$ cat src/rtl/ctr_pkg.sv
// Constants and types for the clock trim and reset control block
//
// Behaviour
// - Internal RC mode supplies a nominal 4 MHz system clock without external parts.
// - Factory trim sits in last program word as a return-with-literal instruction.
// - Fine trim bits 7..4 raise oscillator frequency monotonically with value.
// - Bit 3 gives a large step up, bit 2 a large step down.
// - Trim bits 1 and 0 are unimplemented; software writes them as zero.
// - Divided clock drives the second oscillator pin only in modes 101 and 111.
// - Divided clock runs at oscillator frequency divided by four.
// - Reset logic tells apart power-on, pin running, pin in sleep, watchdog resets.
// - Some registers are never reset; kept through every reset except power-on.
// - Other registers load reset values on power-on, pin and watchdog resets.
// - Watchdog wake-up from sleep keeps registers; the program counter is loaded with 000.
// - Timeout and powerdown flags follow the cause and stay readable.
// - Master clear pin path filters out short low pulses.
// - Watchdog reset acts internally and never drives the master clear pin.
// - Oscillator select decodes into eight modes, 011 being invalid.
// - Flags: power-on 1,1; watchdog reset 0,1; watchdog wake 0,0; pin sleep 1,0.
// - Interrupt wake with global enable loads vector 0004h, else next instruction.
package ctr_pkg;

  // ---------------------------------------------------------------
  // Register map (byte addresses, one word each)
  // ---------------------------------------------------------------
  localparam logic [11:0] CTR_ADDR_TRIM = 12'h000;
  localparam logic [11:0] CTR_ADDR_CTRL = 12'h004;
  localparam logic [11:0] CTR_ADDR_STATUS = 12'h008;
  localparam logic [11:0] CTR_ADDR_VECTOR = 12'h00C;

  // Trim register layout and reset value
  localparam int CTR_FINE_LSB = 4;
  localparam int CTR_COARSE_UP_BIT = 3;
  localparam int CTR_COARSE_DN_BIT = 2;
  localparam logic [7:0] CTR_TRIM_MASK = 8'hFC;
  localparam logic [7:0] CTR_TRIM_RST = 8'h70;

  // Control register bits
  localparam int CTR_CTRL_SLEEP_BIT = 0;
  localparam int CTR_CTRL_GIE_BIT = 1;
  localparam int CTR_CTRL_SEL_LSB = 4;

  // Status register bits
  localparam int CTR_ST_TO_BIT = 0;
  localparam int CTR_ST_PD_BIT = 1;
  localparam int CTR_ST_CAUSE_LSB = 4;

  // Program counter targets
  localparam logic [10:0] CTR_INT_VECTOR = 11'h004;
  localparam logic [10:0] CTR_RESET_VECTOR = 11'h000;

  // Master clear filter and nominal clock
  localparam int CTR_MASTER_CLEAR_PIN_FILT_CYC = 8;
  localparam int CTR_INTERNAL_RC_MODE_KHZ = 4000;
  localparam int CTR_DIVIDED_CLOCK_OUT_DIV = 4;
  localparam logic [7:0] CTR_PSLVERR_NONE = 8'h00;

  // Oscillator select encodings
  typedef enum logic [2:0] {
    CTR_OSC_LP = 3'b000,
    CTR_OSC_XT = 3'b001,
    CTR_OSC_HS = 3'b010,
    CTR_OSC_BAD = 3'b011,
    CTR_OSC_IRC_IO = 3'b100,
    CTR_OSC_IRC_CLK = 3'b101,
    CTR_OSC_ERC_IO = 3'b110,
    CTR_OSC_ERC_CLK = 3'b111
  } ctr_osc_t;

  // Reset or wake cause codes
  typedef enum logic [2:0] {
    CTR_CAUSE_POR = 3'b000,
    CTR_CAUSE_MASTER_CLEAR_PIN_RUN = 3'b001,
    CTR_CAUSE_MASTER_CLEAR_PIN_SLP = 3'b010,
    CTR_CAUSE_WDT_RUN = 3'b011,
    CTR_CAUSE_WDT_WAKE = 3'b100,
    CTR_CAUSE_INT_WAKE = 3'b101
  } ctr_cause_t;

endpackage : ctr_pkg

$ cat src/rtl/ctr_master_clear_pin_filter.sv
// Glitch filter for the master clear pin
`timescale 1ns/1ps
`default_nettype none
module ctr_master_clear_pin_filter #(
  parameter int FILT_CYC = ctr_pkg::CTR_MASTER_CLEAR_PIN_FILT_CYC
) (
  input wire logic pclk,       // Register clock
  input wire logic presetn,    // Async reset, low active
  input wire logic ce,         // Clock enable
  input wire logic pin_n,      // Raw master clear pin, low active
  output logic clear_req       // Filtered reset request level
);

  typedef struct packed {
    logic s1;
    logic s2;
    logic [7:0] cnt;
    logic req;
  } ctr_filt_t;

  ctr_filt_t st_r;
  ctr_filt_t st_nxt;

  // ---------------------------------------------------------------
  // Filter logic
  // ---------------------------------------------------------------
  // Two-stage sync, then count a sustained low level
  always_comb
  begin
    st_nxt = st_r;
    st_nxt.s1 = pin_n;
    st_nxt.s2 = st_r.s1;
    if (st_r.s2)
    begin
      st_nxt.cnt = 8'h00;
      st_nxt.req = 1'b0;
    end
    else if (st_r.cnt == 8'(FILT_CYC - 1))
      st_nxt.req = 1'b1;
    else
      st_nxt.cnt = st_r.cnt + 8'h01;
  end

  // Pin idles high so sync stages reset to one
  always_ff @(posedge pclk or negedge presetn)
  begin
    if (!presetn)
      st_r <= '{s1: 1'b1, s2: 1'b1, cnt: 8'h00, req: 1'b0};
    else if (ce)
      st_r <= st_nxt;
  end

  assign clear_req = st_r.req;

endmodule : ctr_master_clear_pin_filter
`default_nettype wire

$ cat src/rtl/ctr_divided_clock_out_div.sv
// Divide-by-four clock output generator
`timescale 1ns/1ps
`default_nettype none
module ctr_divided_clock_out_div (
  input wire logic pclk,       // Oscillator clock
  input wire logic presetn,    // Async reset, low active
  input wire logic ce,         // Clock enable
  input wire logic hold,       // Holds divider with output low
  output logic div_clk         // Oscillator over four
);

  typedef struct packed {
    logic [1:0] ph;
    logic q;
  } ctr_div_t;

  ctr_div_t st_r;
  ctr_div_t st_nxt;

  // ---------------------------------------------------------------
  // Divider
  // ---------------------------------------------------------------
  // Two high, two low per instruction cycle
  always_comb
  begin
    st_nxt = st_r;
    // Parked on the last phase: low while held, full high half on restart
    if (hold)
      st_nxt.ph = 2'b11;
    else
      st_nxt.ph = st_r.ph + 2'b01;
    st_nxt.q = ~st_nxt.ph[1];
  end

  always_ff @(posedge pclk or negedge presetn)
  begin
    if (!presetn)
      st_r <= '{ph: 2'b11, q: 1'b0};
    else if (ce)
      st_r <= st_nxt;
  end

  assign div_clk = st_r.q;

endmodule : ctr_divided_clock_out_div
`default_nettype wire

$ cat src/rtl/ctr_top.sv
// Clock trim and reset control with APB register access
`timescale 1ns/1ps
`default_nettype none
module ctr_top (
  input wire logic pclk,            // System clock, 40 MHz
  input wire logic presetn,         // Power-on reset, async low
  input wire logic ce,              // Clock enable, freezes state
  input wire logic psel,            // APB select
  input wire logic penable,         // APB enable
  input wire logic pwrite,          // APB direction
  input wire logic [11:0] paddr,    // APB byte address
  input wire logic [31:0] pwdata,   // APB write data
  output logic [31:0] prdata,       // APB read data
  output logic pready,              // APB ready
  output logic pslverr,             // APB error
  input wire logic [2:0] osc_select, // Oscillator mode strap
  input wire logic master_clear_pin_enable,     // Master clear pin function enable
  input wire logic master_clear_pin_n, // Raw master clear pin
  output logic master_clear_pin_out, // Pin drive value
  output logic master_clear_pin_oe_n, // Pin drive enable, low drives
  input wire logic wdt_timeout,     // Watchdog expiry, same clock
  input wire logic int_wake,        // Interrupt wake request
  output logic [3:0] fine_trim,     // Fine trim to oscillator
  output logic coarse_up,           // Large step up
  output logic coarse_down,         // Large step down
  output logic internal_rc_mode_active,        // Internal 4 MHz RC selected
  output logic osc2_clk_en,         // Second osc pin carries clock
  output logic divided_clock_out,   // Oscillator over four
  output logic core_reset,          // Reset to defined-value registers
  output logic wake_pulse,          // Resume from sleep, one cycle
  output logic pc_load,             // Load program counter, one cycle
  output logic [10:0] pc_target,    // Program counter value to load
  output logic [2:0] reset_cause    // Last cause code
);

  // ---------------------------------------------------------------
  // Operation
  // ---------------------------------------------------------------
  // Cause, what it reloads, and the flags it leaves (timeout, powerdown):
  //   power-on       everything, trim to default, flags 1,1
  //   pin, awake     defined-value registers, flags untouched
  //   pin, asleep    defined-value registers, flags 1,0
  //   watchdog       defined-value registers, flags 0,1
  //   watchdog wake  nothing reloaded, flags 0,0, program counter loaded with 000
  //   interrupt wake nothing reloaded, flags 1,0, vector if enabled
  // Trim is a kept register: only power-on resets it, so a calibrated
  // clock survives pin and watchdog resets.
  // Coincident events: only one acts, pin before watchdog before interrupt wake;
  // each overrides only the fields it sets; a same-cycle software write to other fields still lands.
  // Pin reset fires once per low episode, on the filtered rising request,
  // so a pin held low does not restart the core every cycle.
  // The strap is read once after power-on; later changes are ignored
  // until the next power-on, which keeps the clock mode stable.
  // Accesses made while the clock enable is low are lost, although
  // ready still answers high; the bus master must avoid them.
  // The pin is never driven: its enable stays high in every state.
  // Divided clock output stays low outside the two clock-out modes.
  // Program counter loads: reset vector for pin and watchdog resets, interrupt vector
  // only for an interrupt wake with the global enable set.

  typedef struct packed {
    logic [7:0] trim;
    logic sleeping;
    logic global_int_enable;
    logic [2:0] osc;
    logic osc_valid;
    logic to_flag;
    logic pd_flag;
    ctr_pkg::ctr_cause_t cause;
    logic crst;
    logic wake;
    logic pcl;
    logic [10:0] pct;
    logic [31:0] rdata;
    logic master_clear_pin_prev;
  } ctr_state_t;

  ctr_state_t st_r;
  ctr_state_t st_nxt;
  logic master_clear_pin_req;
  logic acc;
  logic wr;
  logic master_clear_pin_rise;
  logic map_hit;
  logic [31:0] ctrl_word;
  logic [31:0] status_word;

  // ---------------------------------------------------------------
  // Address decode
  // ---------------------------------------------------------------
  // Shared by write strobe and error answer
  function automatic logic ctr_hit(input logic [11:0] a);
    ctr_hit = (a == ctr_pkg::CTR_ADDR_TRIM) || (a == ctr_pkg::CTR_ADDR_CTRL) ||
              (a == ctr_pkg::CTR_ADDR_STATUS) || (a == ctr_pkg::CTR_ADDR_VECTOR);
  endfunction : ctr_hit

  // Oscillator mode with clock out on the second pin
  function automatic logic ctr_divided_clock_out_mode(input logic [2:0] s);
    ctr_divided_clock_out_mode = (s == ctr_pkg::CTR_OSC_IRC_CLK) || (s == ctr_pkg::CTR_OSC_ERC_CLK);
  endfunction : ctr_divided_clock_out_mode

  // ---------------------------------------------------------------
  // Submodules
  // ---------------------------------------------------------------
  ctr_master_clear_pin_filter #(
    .FILT_CYC(ctr_pkg::CTR_MASTER_CLEAR_PIN_FILT_CYC)
  ) u_filt (
    .pclk(pclk),
    .presetn(presetn),
    .ce(ce),
    .pin_n(master_clear_pin_n),
    .clear_req(master_clear_pin_req)
  );

  // Divider held while the pin is I/O, saves toggling
  ctr_divided_clock_out_div u_div (
    .pclk(pclk),
    .presetn(presetn),
    .ce(ce),
    .hold(~ctr_divided_clock_out_mode(st_r.osc)),
    .div_clk(divided_clock_out)
  );

  // ---------------------------------------------------------------
  // Bus strobes
  // ---------------------------------------------------------------
  assign map_hit = ctr_hit(paddr);
  assign acc = psel && penable && ce;
  assign wr = acc && pwrite && map_hit;
  // Disabled pin never resets the core
  assign master_clear_pin_rise = master_clear_pin_req && master_clear_pin_enable && !st_r.master_clear_pin_prev;

  // ---------------------------------------------------------------
  // Readable words
  // ---------------------------------------------------------------
  // Built once so the read mux stays a plain select
  assign ctrl_word = {25'h0000000, st_r.osc, 2'b00, st_r.global_int_enable, st_r.sleeping};
  // Cause and flags side by side
  assign status_word = {25'h0000000, st_r.cause, 2'b00, st_r.pd_flag, st_r.to_flag};

  // ---------------------------------------------------------------
  // Next state
  // ---------------------------------------------------------------
  always_comb
  begin
    st_nxt = st_r;
    // Pulses last one cycle
    st_nxt.crst = 1'b0;
    st_nxt.wake = 1'b0;
    st_nxt.pcl = 1'b0;
    // Enabled request level, kept for edge detect
    st_nxt.master_clear_pin_prev = master_clear_pin_req && master_clear_pin_enable;
    // Strap captured after release, not under reset
    if (!st_r.osc_valid)
    begin
      st_nxt.osc = osc_select;
      st_nxt.osc_valid = 1'b1;
    end
    // Factory value arrives by software write
    if (wr && paddr == ctr_pkg::CTR_ADDR_TRIM)
      st_nxt.trim = pwdata[7:0] & ctr_pkg::CTR_TRIM_MASK;
    if (wr && paddr == ctr_pkg::CTR_ADDR_CTRL)
    begin
      st_nxt.sleeping = pwdata[ctr_pkg::CTR_CTRL_SLEEP_BIT];
      st_nxt.global_int_enable = pwdata[ctr_pkg::CTR_CTRL_GIE_BIT];
      // Entering sleep clears powerdown, sets timeout
      if (pwdata[ctr_pkg::CTR_CTRL_SLEEP_BIT] && !st_r.sleeping)
      begin
        st_nxt.pd_flag = 1'b0;
        st_nxt.to_flag = 1'b1;
      end
    end
    if (master_clear_pin_rise)
    begin
      st_nxt.crst = 1'b1;
      st_nxt.pcl = 1'b1;
      st_nxt.pct = ctr_pkg::CTR_RESET_VECTOR;
      st_nxt.global_int_enable = 1'b0;
      st_nxt.sleeping = 1'b0;
      // Sleep gives 1,0; running leaves flags
      if (st_r.sleeping)
      begin
        st_nxt.cause = ctr_pkg::CTR_CAUSE_MASTER_CLEAR_PIN_SLP;
        st_nxt.to_flag = 1'b1;
        st_nxt.pd_flag = 1'b0;
      end
      else
        st_nxt.cause = ctr_pkg::CTR_CAUSE_MASTER_CLEAR_PIN_RUN;
    end
    else if (wdt_timeout && ce)
    begin
      st_nxt.to_flag = 1'b0;
      if (st_r.sleeping)
      begin
        st_nxt.cause = ctr_pkg::CTR_CAUSE_WDT_WAKE;
        st_nxt.pd_flag = 1'b0;
        st_nxt.wake = 1'b1;
        st_nxt.sleeping = 1'b0;
        st_nxt.pcl = 1'b1;
        st_nxt.pct = 11'h000;
      end
      else
      begin
        st_nxt.cause = ctr_pkg::CTR_CAUSE_WDT_RUN;
        st_nxt.pd_flag = 1'b1;
        st_nxt.crst = 1'b1;
        st_nxt.pcl = 1'b1;
        st_nxt.pct = ctr_pkg::CTR_RESET_VECTOR;
        st_nxt.global_int_enable = 1'b0;
      end
    end
    else if (int_wake && st_r.sleeping && ce)
    begin
      st_nxt.cause = ctr_pkg::CTR_CAUSE_INT_WAKE;
      st_nxt.to_flag = 1'b1;
      st_nxt.pd_flag = 1'b0;
      st_nxt.wake = 1'b1;
      st_nxt.sleeping = 1'b0;
      st_nxt.pcl = st_r.global_int_enable;
      st_nxt.pct = st_r.global_int_enable ? ctr_pkg::CTR_INT_VECTOR : 11'h000;
    end
    // Read data captured in setup, returned in access
    st_nxt.rdata = 32'h0000_0000;
    if (psel && !penable && !pwrite)
    begin
      unique case (paddr)
        ctr_pkg::CTR_ADDR_TRIM:
          st_nxt.rdata = {24'h000000, st_r.trim};
        ctr_pkg::CTR_ADDR_CTRL:
          st_nxt.rdata = ctrl_word;
        ctr_pkg::CTR_ADDR_STATUS:
          st_nxt.rdata = status_word;
        ctr_pkg::CTR_ADDR_VECTOR:
          st_nxt.rdata = {21'h000000, st_r.pct};
        default:
          st_nxt.rdata = 32'h0000_0000;
      endcase
    end
  end

  // ---------------------------------------------------------------
  // State register
  // ---------------------------------------------------------------
  // Only this power-on reset touches kept state
  always_ff @(posedge pclk or negedge presetn)
  begin
    if (!presetn)
    begin
      st_r <= '{
        trim: ctr_pkg::CTR_TRIM_RST,
        sleeping: 1'b0,
        global_int_enable: 1'b0,
        osc: 3'b000,
        osc_valid: 1'b0,
        to_flag: 1'b1,
        pd_flag: 1'b1,
        cause: ctr_pkg::CTR_CAUSE_POR,
        crst: 1'b1,
        wake: 1'b0,
        pcl: 1'b0,
        pct: 11'h000,
        rdata: 32'h0000_0000,
        master_clear_pin_prev: 1'b0
      };
    end
    else if (ce)
      st_r <= st_nxt;
  end

  // ---------------------------------------------------------------
  // Outputs
  // ---------------------------------------------------------------
  // Zero wait states; unmapped answers with error
  assign pready = 1'b1;
  assign pslverr = psel && penable && !map_hit;
  assign prdata = st_r.rdata;
  assign fine_trim = st_r.trim[7:ctr_pkg::CTR_FINE_LSB];
  assign coarse_up = st_r.trim[ctr_pkg::CTR_COARSE_UP_BIT];
  assign coarse_down = st_r.trim[ctr_pkg::CTR_COARSE_DN_BIT];
  assign internal_rc_mode_active = st_r.osc_valid && (st_r.osc[2:1] == 2'b10);
  assign osc2_clk_en = st_r.osc_valid && ctr_divided_clock_out_mode(st_r.osc);
  assign master_clear_pin_out = 1'b0;
  assign master_clear_pin_oe_n = 1'b1;
  assign core_reset = st_r.crst;
  assign wake_pulse = st_r.wake;
  assign pc_load = st_r.pcl;
  assign pc_target = st_r.pct;
  assign reset_cause = st_r.cause;

endmodule : ctr_top
`default_nettype wire

$ cat config.mk
export PLATFORM = sky130hd
export DESIGN_NAME = ctr_top
export DESIGN_NICKNAME = d
export VERILOG_FILES = /design/src/rtl/ctr_pkg.sv /design/src/rtl/ctr_master_clear_pin_filter.sv /design/src/rtl/ctr_divided_clock_out_div.sv /design/src/rtl/ctr_top.sv
export SDC_FILE = /design/constraint.sdc
export NUM_CORES = 1
export LEC_CHECK = 0
export BUFFER_PORTS_ARGS = -buffer_cell sky130_fd_sc_hd__buf_2
export CORE_UTILIZATION = 46
export CTS_BUF_LIST = sky130_fd_sc_hd__clkbuf_16
export DETAILED_ROUTE_END_ITERATION = 8
export PLACE_DENSITY = 0.86
export SKIP_CTS_REPAIR_TIMING = 1
export SYNTH_ARGS = -nofsm -noshare
export SYNTH_HDL_FRONTEND = slang
export SYNTH_SLANG_ARGS = --single-unit
$ cat constraint.sdc
create_clock -name pclk -period 1.7 [get_ports pclk]
set_input_delay 0.17 -clock pclk [delete_from_list [all_inputs] [get_ports pclk]]
set_output_delay 0.17 -clock pclk [all_outputs]
set_load 0.02 [all_outputs]
======== Word level (Yosys, flattened, before mapping) ========
Cells that the tools add are included.
cells by class
  $add $sub $neg .......................... 2
  equal/unequal tests ..................... 8
  multiplexer cells ....................... 29
  bitwise gates (word level) .............. 2
  reductions and logical operators ........ 34
operators by type and width
  operator             count
  $pmux 11 s4          1
  $mux 13              2
  $eq 12x4->1 const B  2
  $logic_and 1x1->1    17
  $mux 2               7
  $eq 12x3->1 const B  1
  $logic_not 12->1     1
  $mux 12              1
  $mux 11              1
  $mux 1               10
  $mux 5               2
  $reduce_and 2->1     5
  $mux 9               1
  $add 8x1->8 const B  1
  $eq 8x3->1 const B   1
  $mux 8               1
  $eq 3x3->1 const B   2
  $mux 6               1
  $logic_not 1->1      5
  $logic_or 1x1->1     4
  $mux 4               1
  $mux 3               1
  $reduce_bool 3->1    1
  $add 2x1->2 const B  1
  other kinds (4)      5
storage, ports and cells
  flip-flop bits (word level) ............. 78
  input port bits ......................... 57
  output and inout bits ................... 62
  word-level logic and storage cells ...... 95

======== Depth between registers and ports, before layout ========
  depth after elaboration ................. 10
  mapped depth ............................ 6
  gate-level depth less buffers ........... 5

======== Hierarchy ========
Synthesis repeated with hierarchy kept, for this count alone.
second synthesis, totals
  cells, all modules ...................... 282
  area total of the unflattened synthesis .. 2715.1 um^2
modules (own cells, without submodules)
  module                       instances  cells an instance  area an instance (um^2)  sequential area each (um^2)
  ctr_top                      1          207                1948.1                   783.3
  ctr_master_clear_pin_filter  1          61                 615.6                    277.8
  ctr_divided_clock_out_div    1          14                 151.4                    77.6

======== Worst setup path after synthesis ========
OpenSTA, ideal clock, no wires.
  path type ............................... flip-flop to flip-flop
  start ................................... reg u_filt.st_r[1] in the netlist's numbering
  end ..................................... reg u_filt.st_r[1] in the netlist's numbering
  setup time .............................. 125 ps
  arrival ................................. 1375 ps
  data required time ...................... 1575 ps
  setup slack ............................. 200 ps
  stages on the path, launching flop included .. 4
  path buffers ............................ 0
  period minus slack after synthesis ...... 1500 ps
  cells stage by stage .................... dfrtp_1 -> ha_1 -> a41oi_1 -> mux2_2
between the ends
  cells in the longest elaborated chain, start to end .. 3
  elaborated cells between the ends (all ways) .. 6
  classes of those cells .................. 1 x add/sub; 2 x eq/ne; 2 x mux; 1 x reduce/logical
ends and longest elaborated chain
  what                                               RTL line                                                              text
  start, declared                                    ctr_master_clear_pin_filter.sv:21                                     ctr_filt_t st_r;
  start signal, assigned                             ctr_master_clear_pin_filter.sv:48                                     st_r <= '{s1: 1'b1, s2: 1'b1, cnt: 8'h00, req: 1'b0};
  start signal, assigned                             ctr_master_clear_pin_filter.sv:50                                     st_r <= st_nxt;
  $add 8x1->8 / $eq 8x3->1 (equally long branches)   ctr_master_clear_pin_filter.sv:41, ctr_master_clear_pin_filter.sv:38
  $mux 8 / $ne 2x1->1 (equally long branches)        --
  $mux 9 / $reduce_and 2->1 (equally long branches)  --
Several ways; a longest one is shown, not always the timed one. The select of a mux whose other input is x is not followed.
A chain may end at the register's enable or synchronous reset.

======== Worst setup path after layout ========
  start ................................... reg u_filt.st_r[4] in the netlist's numbering
  end ..................................... reg u_filt.st_r[3] in the netlist's numbering
between the ends
  cells in the longest elaborated chain, start to end .. 3
ends and longest elaborated chain
  what                        RTL line                           text
  $eq 8x3->1                  ctr_master_clear_pin_filter.sv:38  else if (st_r.cnt == 8'(FILT_CYC - 1))
  $ne 2x1->1 (no line)        --
  $reduce_and 2->1 (no line)  --
No other way between the ends.

==> flow_summary.json <==
{
  "status": "complete, no violations",
  "num_antenna_cells": 0,
  "wirelength_um": 5570,
  "synth_edf_count": 0,
  "io_pins": 119,
  "core-area_mm2": 0.00561,
  "syn_inst": 273,
  "hp-class": "in2reg",
  "place_inst": 380,
  "grt_pass1_vias": 1829,
  "nFillCells": 503,
  "worstPathArrival_ns": 1.76,
  "critical_path_class": "reg2reg",
  "r2r_cells": 4,
  "antenna_found_initial": 0,
  "fin_area_mm2": 0.00304,
  "dp_slack_ns": 0.117,
  "syn2layout_area_growth_pct": 11.1,
  "cp-end-kind": "flop",
  "die_y_um": 79.1,
  "yosysSeqAreaShare_pct": 41.6,
  "slew_violations": 0,
  "regArea_mm2": 0.00114,
  "hp-start": "pwdata[5]",
  "htreeDepth": 2,
  "crit_path_top_delay_cell": "dfrtp_1",
  "yosys_warnings": 0,
  "fin_cells": 389,
  "first_iter_violations": 97,
  "leakagePower_nw": 1.48,
  "synth_xor_area_share_pct": 0.960,
  "synthAdderAreaFrac_pct": 0.457,
  "vias": 2082,
  "cts_buffers": 5,
  "clk_pin_slew_ns": 0.06,
  "drv_cap": 0,
  "final_cell_mix": "buf_2, dfrtp_1, conb_1",
  "power_density_mw_per_mm2": 874,
  "crit_buf_inv": 0,
  "grt_start_max_net_pins": 31,
  "multi_input_area_mm2": 0.00125,
  "fin_util_pct": 54.2,
  "cp-start-kind": "flop",
  "layout.cells.most_common": "buf_2",
  "reg2reg_from": "u_filt.st_r[4]",
  "firstDrtPassIters": 6,
  "post-route-min-period_ns": 1.54,
  "postSynthAreaPerCell_um2": 10.0,
  "overflow": 0,
  "synthFlopType": "dfrtp_1",
  "cp_cell_sequence": "nor4_2, a41oi_2, a21bo_2, a21oi_1",
  "synth_cell_type_count": 53,
  "cts_tree": "yes",
  "setup_slack_ns": 0.160,
  "grtUsageTotal_pct": 18.2,
  "synth-simple-area-share_pct": 17.3,
  "critPathMaxStageDelay_ns": 0.44,
  "vias_per_cell": 5.35,
  "std_cell_rows": 27,
  "start_util_pct": 48.8,
  "path_max_fanout": 7,
  "die_area_mm2": 0.00626,
  "crit_start": "u_filt.st_r[4]",
  "cts_max_path_buffers": 2,
  "setup_tns_ns": 0,
  "synth_compound_area_share_pct": 14.4,
  "routedWlPerCell_um": 14.3,
  "hpwlAfterDp_um": 4010,
  "ys_async_sr_fraction_pct": 100,
  "drive_gt1_share_pct": 34.7,
  "timing.final.crit_share_pct": 90.6,
  "timing.fmax_ghz": 0.649,
  "synth_top_family_by_area": "buffers and inverters",
  "rsz0062_at_grt": "false",
  "finClkSkew_ns": 0.00486,
  "drcViolationCount": 0,
  "gp_congestion": 0.858,
  "cp.depth": 4,
  "cts_num_sinks": 45,
  "ys_ff_latch": 45,
  "grt_first_pass_wirelength_um": 8650,
  "nets": 374,
  "antenna_left": 0,
  "synthMuxAreaShare_pct": 7.59,
  "critical-path-top-delay-family": "compound AO/OA/AOI/OAI gates",
  "worst-endpoint-required_ns": 1.92,
  "finalHoldViolations": 0,
  "cts-root-buf": "clkbuf_16",
  "portBuffers": 60,
  "die_w_um": 79.1,
  "setup_violations": 0,
  "clkLatencyLatePin_ns": 0.29,
  "netlist_area_mm2": 0.00274,
  "placed_area_mm2": 0.00287,
  "peakVddDrop_v": 0.000657,
  "holdPathStages": 2
}
synthesized netlist by cell type, types with 6 or more instances:
cell	number	share of area, %
clkbuf_1	8	1.1
nand3_1	10	1.8
buf_4	53	15
nor2_1	20	2.7
a21oi_1	11	2.0
dfstp_2	10	9.6
nand2_1	7	0.96
mux2_2	6	2.5
o21ai_0	12	2.2
dfrtp_1	35	32
o2bb2ai_1	9	2.9
nor2b_1	6	1.4
mux2_4	6	3.3
where the power goes:
group	internal, mW	total, mW	switching (mW)
combinational	0.176	0.452	0.276
sequential	1.16	1.24	0.0820
clock	0.547	0.964	0.418
total	1.88	2.66	0.776
kinds of logic after synthesis:
| logic type | Yosys count |
|---|---|
| compound gates | 57 |
| xor+xnor | 3 |
| fa+ha+maj | 1 |
| buf+inv | 71 |
| flops | 45 |
| mux | 17 |
| other cells | 2 |
| simple gates | 77 |
sequential cells by signal, indices dropped and copies added, names as in the netlist, 2 cells and up:
signal	flops
reset_cause	3
st_r	4
ctrl_word	5
prdata	9
u_filt.st_r	9
fine_trim	4
u_div.st_r	2
worst register-to-register path, stage by stage (launching register included):
cell	delay [ns]
dfrtp_1	0.44
nor4_2	0.39
a41oi_2	0.26
a21bo_2	0.27
a21oi_1	0.11
routing by layer:
layer | vias up | share of wire (%) | global-route usage (%)
met2 | 100 | 47 | 28.1
met1 | 999 | 45 | 24.9
met5 | - | 0 | 0
li1 | 979 | - | -
met4 | 0 | 0.70 | 5.64
met3 | 4 | 7.9 | 4.71
metrics by stage:
step	hold WS, ns	power [mW]
finish	0.110	2.66
floorplan	-0.126	1.58
global route	0.102	2.79
detailed placement	0.146	1.69
global placement	0.144	1.67
CTS	-0.165	2.67
worst paths after layout:
kind	to	slack, ns
worst min-delay path	fine_trim[1]	0.11
worst min register to register	prdata[1]	0.49
min in group asynchronous	prdata[0]	0.38
worst max-delay path	u_filt.st_r[3]	0.16
worst max register to register	u_filt.st_r[3]	0.16
max in group asynchronous	u_filt.st_nxt[9]	0.75
cell type report:
class                      instances  share of cell area [%]
timing repair buffer              70                    12.8
inverter                           5                   0.618
tap                               72                    2.96
multi-input combinational        189                    41.3
sequential                        45                    37.5
clock inverter                     3                   0.741
clock buffer                       5                    4.12
Power figures use the tool's default switching activity.
